### src/logic/rls_pkg.sv
// Constants and types for the reset level sequencer
`default_nettype none
package rls_pkg;
  // Bus and config space shape
  localparam int AW = 8;
  localparam int DW = 32;
  localparam int NL = 6;          // Four data links, two control links
  localparam int DVW = 4;
  // Link rate after hardware reset
  localparam int CLK_HZ = 40_000_000;
  localparam int LINK_HZ = 10_000_000;
  localparam logic [DVW-1:0] LINK_DIV_RST = DVW'(CLK_HZ / LINK_HZ);
  // Cache: [0] plain RAM mode, [15:8] capacity in Kbytes (16)
  localparam logic [DW-1:0] CACHE_RST = 32'h0000_1001;
  // Workspace descriptor meaning "no process"
  localparam logic [DW-1:0] NO_PROCESS_VALUE = 32'h8000_0000;
  // Identify answer, value arbitrary
  localparam logic [DW-1:0] DEVICE_ID = 32'h0000_5A01;
  localparam logic [DW-1:0] BOOT_STEP = 32'h0000_0004;
  // Config space word offsets
  localparam logic [AW-1:0] OFS_STATUS = 8'h00;
  localparam logic [AW-1:0] OFS_CTRL = 8'h04;
  localparam logic [AW-1:0] OFS_ID_HDR = 8'h08;
  localparam logic [AW-1:0] OFS_RET_HDR = 8'h0C;
  localparam logic [AW-1:0] OFS_MI_CFG = 8'h10;
  localparam logic [AW-1:0] OFS_VCP_CFG = 8'h14;
  localparam logic [AW-1:0] OFS_CACHE = 8'h18;
  localparam logic [AW-1:0] OFS_START = 8'h1C;
  localparam logic [AW-1:0] OFS_LINK0 = 8'h20;
  // Link config fields
  localparam int LF_DIV = 0;
  localparam int LF_SINGLE = 4;
  localparam int LF_HALT = 5;
  localparam int LF_RUN = 6;
  // Control register bits
  localparam int CB_STANDALONE = 0;
  localparam int CB_RUN = 1;
  localparam int CB_RESTART = 2;
  // Status register bits
  localparam int SB_LEVEL = 0;
  localparam int SB_ROM = 2;
  localparam int SB_HDR = 3;
  localparam int SB_MI = 4;
  localparam int SB_VCP = 5;
  localparam int SB_RUN = 6;
  localparam int SB_RESTART = 7;
  typedef enum logic [1:0] {LVL0, LVL1, LVL2, LVL3} rls_level_t;
  typedef enum logic [3:0] {
    CMD_START, CMD_RESET, CMD_IDENTIFY, CMD_STOP, CMD_CFG_RD, CMD_CFG_WR,
    CMD_RUN, CMD_BOOT, CMD_BOOT_DATA, CMD_REBOOT
  } rls_cmd_t;
endpackage : rls_pkg
`default_nettype wire

### src/logic/rls_reset_level_sequencer.sv
// Reset level sequencer with configuration space and command handling
//
// The implementer's own choices: the register addresses and strobed register access.
`default_nettype none
module rls_reset_level_sequencer
  import rls_pkg::*;
(
  // Clock and reset pins
  input  wire logic              clk,
  input  wire logic              sys_rst,
  input  wire logic              rom_start_pin,
  // Configuration bus
  input  wire logic [AW-1:0]     reg_addr,
  input  wire logic [DW-1:0]     reg_wdata,
  input  wire logic              reg_wr,
  input  wire logic              reg_rd,
  output logic      [DW-1:0]     reg_rdata,
  // Upstream control link commands
  input  wire logic              cmd_valid,
  input  wire logic [3:0]        cmd_code,
  input  wire logic [DW-1:0]     cmd_addr,
  input  wire logic [DW-1:0]     cmd_data,
  input  wire logic              link_err,
  // Responses
  output logic                   rsp_valid,
  output logic      [3:0]        rsp_code,
  output logic      [DW-1:0]     rsp_data,
  output logic                   rsp_ok,
  output logic                   err_msg,
  // Recovery
  output logic                   bank5_en,
  output logic                   rom_restart,
  // Processor
  output logic                   proc_run,
  output logic      [DW-1:0]     wdesc,
  output logic                   sched_clear,
  // Subsystem configuration
  output logic                   mi_active,
  output logic      [DW-1:0]     mi_cfg,
  output logic                   vcp_active,
  output logic      [DW-1:0]     vcp_cfg,
  output logic      [DW-1:0]     cache_cfg,
  output logic      [NL*DVW-1:0] link_div,
  output logic      [NL-1:0]     link_single,
  output logic      [NL-1:0]     link_halt,
  output logic      [NL-1:0]     link_run,
  // Boot writes
  output logic                   boot_wr,
  output logic      [DW-1:0]     boot_addr,
  output logic      [DW-1:0]     boot_data,
  // State
  output logic      [1:0]        level,
  output logic                   rom_start
);
  rls_level_t      level_q;
  rls_cmd_t        cmd;
  logic            rs1_q, rs2_q, rst_d1_q, rom_start_q;
  logic            hdr_valid_q, standalone_q, restart_q;
  logic [DW-1:0]   id_hdr_q, ret_hdr_q, mi_cfg_q, vcp_cfg_q, cache_q, start_q;
  logic            mi_act_q, vcp_act_q, run_q, sched_clr_q;
  logic [DW-1:0]   wdesc_q, rdata_q;
  logic [6:0]      lcfg_q [NL];
  logic [NL-1:0]   lhit;
  logic            rsp_v_q, rsp_ok_q, err_q, bank_q, rrst_q;
  logic [3:0]      rsp_c_q;
  logic [DW-1:0]   rsp_d_q;
  logic            bwr_q;
  logic [DW-1:0]   baddr_q, bdata_q, bptr_q, bleft_q;
  logic            wr_en, cmd_ok_addr;
  logic [AW-1:0]   wr_a;
  logic [DW-1:0]   wr_v;
  logic            is_reset, clr1, clr0, run_go;
  logic [1:0]      rst_lvl;

  assign cmd = rls_cmd_t'(cmd_code);
  assign is_reset = cmd_valid && cmd == CMD_RESET;
  assign rst_lvl = cmd_data[1:0];
  assign clr0 = is_reset && rst_lvl == 2'd0;
  assign clr1 = is_reset && rst_lvl <= 2'd1;

  function automatic logic addr_ok(input logic [AW-1:0] a);
    addr_ok = (a[1:0] == 2'b00) && (a < OFS_LINK0 + AW'(4 * NL));
  endfunction : addr_ok

  function automatic logic [DW-1:0] rd_val(input logic [AW-1:0] a);
    rd_val = '0;
    case (a)
      OFS_STATUS: rd_val = DW'({restart_q, run_q, vcp_act_q, mi_act_q, hdr_valid_q, rom_start_q, level_q});
      OFS_CTRL:   rd_val = DW'({restart_q, 1'b0, standalone_q});
      OFS_ID_HDR:  rd_val = id_hdr_q;
      OFS_RET_HDR: rd_val = ret_hdr_q;
      OFS_MI_CFG:  rd_val = mi_cfg_q;
      OFS_VCP_CFG: rd_val = vcp_cfg_q;
      OFS_CACHE:   rd_val = cache_q;
      OFS_START:   rd_val = start_q;
      default: begin
        for (int i = 0; i < NL; i++) begin
          if (a == OFS_LINK0 + AW'(4 * i)) rd_val = DW'(lcfg_q[i]);
        end
      end
    endcase
  endfunction : rd_val

  // Link commands and bus share one write port; the link wins a collision
  always_comb begin
    wr_en = reg_wr;
    wr_a = reg_addr;
    wr_v = reg_wdata;
    if (cmd_valid && cmd == CMD_CFG_WR) begin
      wr_en = cmd_ok_addr;
      wr_a = cmd_addr[AW-1:0];
      wr_v = cmd_data;
    end
  end
  assign cmd_ok_addr = cmd_addr[DW-1:AW] == '0 && addr_ok(cmd_addr[AW-1:0]);
  assign run_go = (cmd_valid && cmd == CMD_RUN && level_q >= LVL2)
               || (reg_wr && reg_addr == OFS_CTRL && reg_wdata[CB_RUN]);

  // Strap synchroniser and capture at reset release
  always_ff @(posedge clk) begin
    rs1_q <= rom_start_pin;
    rs2_q <= rs1_q;
    rst_d1_q <= sys_rst;
  end
  always_ff @(posedge clk) begin
    if (sys_rst) rom_start_q <= 1'b0;
    else if (rst_d1_q) rom_start_q <= rs2_q;
  end

  // Level indicator
  always_ff @(posedge clk) begin
    if (sys_rst) level_q <= LVL0;
    else if (is_reset) begin
      if (rls_level_t'(rst_lvl) < level_q) level_q <= rls_level_t'(rst_lvl);
    end else if (level_q == LVL0 && (standalone_q || (cmd_valid && cmd == CMD_START))) level_q <= LVL1;
    else if (level_q == LVL1 && mi_act_q && vcp_act_q) level_q <= LVL2;
    else if (level_q == LVL2 && run_go) level_q <= LVL3;
  end

  // Headers survive a level 1 reset; stand-alone leaves them undefined
  always_ff @(posedge clk) begin
    if (sys_rst || clr0) begin
      hdr_valid_q <= 1'b0;
      id_hdr_q <= '0;
      ret_hdr_q <= '0;
    end else if (cmd_valid && cmd == CMD_START && !standalone_q) begin
      hdr_valid_q <= 1'b1;
      id_hdr_q <= cmd_addr;
      ret_hdr_q <= cmd_data;
    end else if (wr_en && wr_a == OFS_ID_HDR) id_hdr_q <= wr_v;
    else if (wr_en && wr_a == OFS_RET_HDR) ret_hdr_q <= wr_v;
  end

  // Subsystem configuration, cleared by hardware or level 0 or 1 reset
  always_ff @(posedge clk) begin
    if (sys_rst || clr1) begin
      mi_act_q <= 1'b0;
      vcp_act_q <= 1'b0;
      mi_cfg_q <= '0;
      vcp_cfg_q <= '0;
      cache_q <= CACHE_RST;
      start_q <= '0;
      standalone_q <= 1'b0;
    end else if (wr_en) begin
      case (wr_a)
        OFS_MI_CFG: begin
          mi_cfg_q <= wr_v;
          mi_act_q <= 1'b1;
        end
        OFS_VCP_CFG: begin
          vcp_cfg_q <= wr_v;
          vcp_act_q <= 1'b1;
        end
        OFS_CACHE: cache_q <= wr_v;
        OFS_START: start_q <= wr_v;
        OFS_CTRL: standalone_q <= wr_v[CB_STANDALONE];
        default: ;
      endcase
    end
  end

  // Identical field set for every data and control link
  generate
    for (genvar i = 0; i < NL; i++) begin : g_link
      assign lhit[i] = wr_en && wr_a == OFS_LINK0 + AW'(4 * i);
      always_ff @(posedge clk) begin
        if (sys_rst || clr1) begin
          lcfg_q[i] <= '0;
          lcfg_q[i][LF_DIV +: DVW] <= LINK_DIV_RST;
          lcfg_q[i][LF_SINGLE] <= 1'b1;
        end else if (lhit[i]) lcfg_q[i] <= wr_v[6:0];
      end
      assign link_div[i*DVW +: DVW] = lcfg_q[i][LF_DIV +: DVW];
      assign link_single[i] = lcfg_q[i][LF_SINGLE];
      assign link_halt[i] = lcfg_q[i][LF_HALT];
      assign link_run[i] = lcfg_q[i][LF_RUN];
    end
  endgenerate

  // Processor; any reset level stops the application
  always_ff @(posedge clk) begin
    sched_clr_q <= sys_rst || is_reset;
    if (sys_rst || is_reset) begin
      run_q <= 1'b0;
      wdesc_q <= NO_PROCESS_VALUE;
    end else if (cmd_valid && cmd == CMD_STOP) run_q <= 1'b0;
    else if (run_go) begin
      run_q <= 1'b1;
      wdesc_q <= cmd_valid && cmd == CMD_RUN ? cmd_data : start_q;
    end
  end

  // Stand-alone recovery; a new restart beats a clear in the same cycle
  always_ff @(posedge clk) begin
    if (sys_rst) begin
      err_q <= 1'b0;
      bank_q <= 1'b0;
      rrst_q <= 1'b0;
      restart_q <= 1'b0;
    end else begin
      err_q <= link_err && !standalone_q;
      rrst_q <= (link_err && standalone_q) || (cmd_valid && cmd == CMD_REBOOT);
      if ((link_err && standalone_q) || (cmd_valid && cmd == CMD_REBOOT)) bank_q <= 1'b1;
      if (link_err && standalone_q) restart_q <= 1'b1;
      else if (reg_wr && reg_addr == OFS_CTRL && reg_wdata[CB_RESTART]) restart_q <= 1'b0;
    end
  end

  // Boot loader: one payload command writes one word
  always_ff @(posedge clk) begin
    if (sys_rst) begin
      bwr_q <= 1'b0;
      baddr_q <= '0;
      bdata_q <= '0;
      bptr_q <= '0;
      bleft_q <= '0;
    end else begin
      bwr_q <= 1'b0;
      if (cmd_valid && cmd == CMD_BOOT) begin
        bptr_q <= cmd_addr;
        bleft_q <= cmd_data;
      end else if (cmd_valid && cmd == CMD_BOOT_DATA && bleft_q != '0) begin
        bwr_q <= 1'b1;
        baddr_q <= bptr_q;
        bdata_q <= cmd_data;
        bptr_q <= bptr_q + BOOT_STEP;
        bleft_q <= bleft_q > BOOT_STEP ? bleft_q - BOOT_STEP : '0;
      end
    end
  end

  // Bus read data, one cycle after the strobe; unmapped reads zero
  always_ff @(posedge clk) begin
    if (sys_rst) rdata_q <= '0;
    else if (reg_rd) rdata_q <= rd_val(reg_addr);
    else rdata_q <= '0;
  end

  // One response per command, next cycle
  always_ff @(posedge clk) begin
    if (sys_rst) begin
      rsp_v_q <= 1'b0;
      rsp_c_q <= '0;
      rsp_d_q <= '0;
      rsp_ok_q <= 1'b0;
    end else begin
      rsp_v_q <= cmd_valid;
      rsp_c_q <= cmd_code;
      rsp_d_q <= '0;
      rsp_ok_q <= 1'b1;
      case (cmd)
        CMD_IDENTIFY: rsp_d_q <= DEVICE_ID;
        CMD_CFG_RD: begin
          rsp_d_q <= cmd_ok_addr ? rd_val(cmd_addr[AW-1:0]) : '0;
          rsp_ok_q <= cmd_ok_addr;
        end
        CMD_CFG_WR: rsp_ok_q <= cmd_ok_addr;
        CMD_RUN: rsp_ok_q <= level_q >= LVL2;
        CMD_BOOT_DATA: rsp_ok_q <= bleft_q != '0;
        CMD_START: rsp_ok_q <= !standalone_q;
        default: ;
      endcase
    end
  end

  assign reg_rdata = rdata_q;
  assign rsp_valid = rsp_v_q;
  assign rsp_code = rsp_c_q;
  assign rsp_data = rsp_d_q;
  assign rsp_ok = rsp_ok_q;
  assign err_msg = err_q;
  assign bank5_en = bank_q;
  assign rom_restart = rrst_q;
  assign proc_run = run_q;
  assign wdesc = wdesc_q;
  assign sched_clear = sched_clr_q;
  assign mi_active = mi_act_q;
  assign mi_cfg = mi_cfg_q;
  assign vcp_active = vcp_act_q;
  assign vcp_cfg = vcp_cfg_q;
  assign cache_cfg = cache_q;
  assign boot_wr = bwr_q;
  assign boot_addr = baddr_q;
  assign boot_data = bdata_q;
  assign level = level_q;
  assign rom_start = rom_start_q;
endmodule : rls_reset_level_sequencer
`default_nettype wire

### config.mk
export PLATFORM = sky130hd
export DESIGN_NAME = rls_reset_level_sequencer
export DESIGN_NICKNAME = d
export VERILOG_FILES = /design/src/logic/rls_pkg.sv /design/src/logic/rls_reset_level_sequencer.sv
export SDC_FILE = /design/constraint.sdc
export NUM_CORES = 1
export LEC_CHECK = 0
export BUFFER_PORTS_ARGS = -buffer_cell sky130_fd_sc_hd__buf_4
export CAP_MARGIN = 20
export CELL_PAD_IN_SITES_DETAIL_PLACEMENT = 0
export CELL_PAD_IN_SITES_GLOBAL_PLACEMENT = 1
export CORE_UTILIZATION = 35
export CTS_CLUSTER_DIAMETER = 100
export DETAILED_ROUTE_END_ITERATION = 8
export HOLD_SLACK_MARGIN = 0.15
export PLACE_DENSITY_LB_ADDON = 0.1
export SYNTH_ARGS = -nofsm -noshare
export SYNTH_HDL_FRONTEND = slang
export SYNTH_SLANG_ARGS = --single-unit
### constraint.sdc
create_clock -name clk -period 3.37 [get_ports clk]
set_clock_uncertainty 0.15 [all_clocks]
set_input_delay 0.674 -clock clk [delete_from_list [all_inputs] [get_ports clk]]
set_output_delay 0.674 -clock clk [all_outputs]
set_load 0.005 [all_outputs]
==> results.md <==
* Pins Over Slew Limit at 0
* Pre-antenna DRT Iters at 8
* Final weighted congestion in routability-driven placement at 0.946
* # IOs at 430
* Setup Crit Path Kind: input pin to register
* Final Cycle Share at 95.4%
* Leading cell type in the layout, fill and taps excluded: buf_4
* Synth Instances at 2,664
* Hold Vio Cnt, Final at 0
* Final Critical Period at 3.22 ns
* Total number of vias at 23,982
* Adder-Cell Fraction of Synth Area at 0.276%
* Root Buffer: clkbuf_16
* Core box area at 63,400 µm²
* Synth Area in XOR/XNOR at 0.116%
* First-pass GRT wire length at 161 mm
* Reg clk slew, reported paths at 0.06 ns
* Cell area power density at 476 nW/µm²
* Wire length per cell at 27.9 µm
* GRT Util Overall at 32.7%
* Int Power at 10.2 mW
* Synthesized cell area at 22,600 µm²
* Mux share of post-synthesis cell area at 7.26%
* Worst VDD drop at 0.391 mV
* Number of synthesized flops with an enable pin at 42
* Syn Area/Cell at 8.49 µm²
* #FFs+latches synth at 481
* Logic pwr share at 13.3%
* Largest net degree at the start of global routing at 75
* Fin util at 46.7%
* Net Sw Frac at 27.3%
* Setup TNS at 0 ns
* Final setup fails at 0
* CTS tree: done
* Post_cts resized at 0
* Post-DP HPWL at 82.9 mm
* Routed WL at 111 mm
* Total CTS buffers at 54
* Main combinational cell family by area after synthesis: compound AO/OA/AOI/OAI gates
* Status: completed
* Startpoint types: input pin
* WP data required at 3.55 ns
* Most frequent cells in the layout: buf_4, dfxtp_1, nand2_1, nor2_1, a211oi_1
* Clock sinks at 481
* Relative slew margins at 23.7%
* Routed Antenna Nets at 0
* Clk network pwr share at 44.1%
* Worst skew pair latency at 0.63 ns
* FILL cells at 6,233
* Initial antenna violation count at 5
* GRT overflow at 0
* Input/output buffers at 429
* Yosys warning total at 0
* Sw Pwr at 3.85 mW
* Starting Density at 35.7%
* Vias in the first global route at 22,873
* Inst Count DP at 3,876
* Slew @ Worst Pin at 1.14 ns
* Via/cell ratio at 6.02
* Area grow syn2layout at 30.8%
* Synthesized Nets at 2,784
* Worst setup EP type: register
* Detailed Route Iter0 Violations at 2,734
* Die area at 65,700 µm²
* Hold crit path type: input pin to register
* P_leak at 11.3 nW
* FP Rows at 92
* Post-synth cell types at 79
* Sequential share of the synthesized area at 44.4%
* Power share of the sequential group at 42.6%
* # Post-CTS Setup Buffers at 0
* Chip width at 256 µm
* Die Y at 256 µm
* Ys flop type: dfxtp_1
* Proportion of layout cells with a drive suffix above 1 at 23.8%
* Final std cells w/o fill at 3,981
* Ys async rst share at 0%
* CP Max Fanout at 5
* Clock Tree Buf Depth at 3
* Max frequency at 311 MHz
* RSZ-0062 raised after global routing: false
* Simple-gate share of the synthesized area at 19.9%
* DRC violations left at 0
* CTS H-tree lvls at 2
* Worst EP arrival at 3.40 ns
* Complex-gate fraction of the synthesized area at 23.6%
* # nets final at 3,211
* Max-cap violations at 0
state kept, by name, summed over array words and instances (netlist names), 32 cells and up:
name / count
bptr_q: 32
reg_rdata: 32
boot_addr: 32
mi_cfg: 32
ret_hdr_q: 32
bleft_q: 32
wdesc: 32
start_q: 32
vcp_cfg: 32
lcfg_q: 42
id_hdr_q: 32
rsp_data: 32
cache_cfg: 32
boot_data: 32
synthesized netlist by cell type (46+ instances only):
cell	number	area (µm²)
dfxtp_1	439	8790
nand2_1	403	1510
nor2_1	271	1020
a211oi_1	175	1310
a21oi_1	171	856
clkbuf_1	169	634
o21ai_0	161	806
mux2i_1	148	1480
a22oi_1	73	548
a222oi_1	71	711
nor3_1	54	270
nand3_1	46	230
power by group through the flow:
stage	registers, mW	logic, mW	clock network (mW)
floorplan	6.07	0.865	0
global placement	6.13	1.81	0
detailed placement	6.13	1.82	0
CTS	6.00	1.83	6.30
global route	6.02	1.97	6.51
finish	6.01	1.87	6.21
critical path: stages:
cell and delay, ns:
dlygate4sd3_1 0.58, buf_4 0.17, nor4_1 0.28, nand4_1 0.30, nor3_1 0.22, buf_4 0.19
a21oi_1 0.14, o21ai_0 0.59, buf_4 0.25
repair_timing:
item	CTS	global route
endpoints found under the setup margin	0	0
endpoints found under the hold margin	4	0
hold buffers	4	0
cell families after synthesis:
| logic type | after synthesis |
|---|---|
| fa+ha+maj | 5 |
| simple gates | 975 |
| xor+xnor | 3 |
| buf+inv | 249 |
| compound gates | 793 |
| flops | 481 |
| mux | 158 |
final timing paths:
path	startpoint	to	slack, ns	depth (start not counted)
max	cmd_addr[8]	lcfg_q[1][3]	0.15	9
min	cmd_data[10]	ret_hdr_q[10]	0.18	3
max reg2reg	bleft_q[8]	boot_addr[1]	0.32	9
min reg2reg	rs1_q	rs2_q	0.19	0
routing by layer:
| metal | GRT usage (%) | vias up | share of wire [%] |
|---|---|---|---|
| met2 | 52.8 | 1362 | 46 |
| li1 | - | 10719 | - |
| met5 | 0 | - | 0.012 |
| met1 | 43.3 | 11655 | 41 |
| met4 | 14.7 | 2 | 4.9 |
| met3 | 4.63 | 244 | 7.8 |
area by class of cell:
class / count / area (µm²) / share of cell area (%)
flip-flops and latches: 481 / 10000 / 33.9
inverters: 21 / 78.8 / 0.266
multi-input cells: 1934 / 11700 / 39.7
repair buffers: 599 / 4810 / 16.2
well taps: 846 / 1060 / 3.58
clock inverters: 26 / 274 / 0.926
diodes: 1 / 2.50 / 0.00845
clock buffers: 73 / 1590 / 5.38
metrics by stage:
| step | hold WS, ns | power, mW | worst slack (ns) | area, µm² |
|---|---|---|---|---|
| after CTS | 0.153 | 14.1 | 0.184 | 29600 |
| after global routing | 0.177 | 14.5 | 0.0467 | 29600 |
| after detailed placement | 0.169 | 7.95 | 0.0504 | 27700 |
| after floorplan | 0.160 | 6.94 | 0.0801 | 22600 |
| final | 0.181 | 14.1 | 0.154 | 29600 |
| after global placement | 0.160 | 7.93 | 0.0579 | 27700 |
Note: power is estimated with default switching activity, not from simulation.
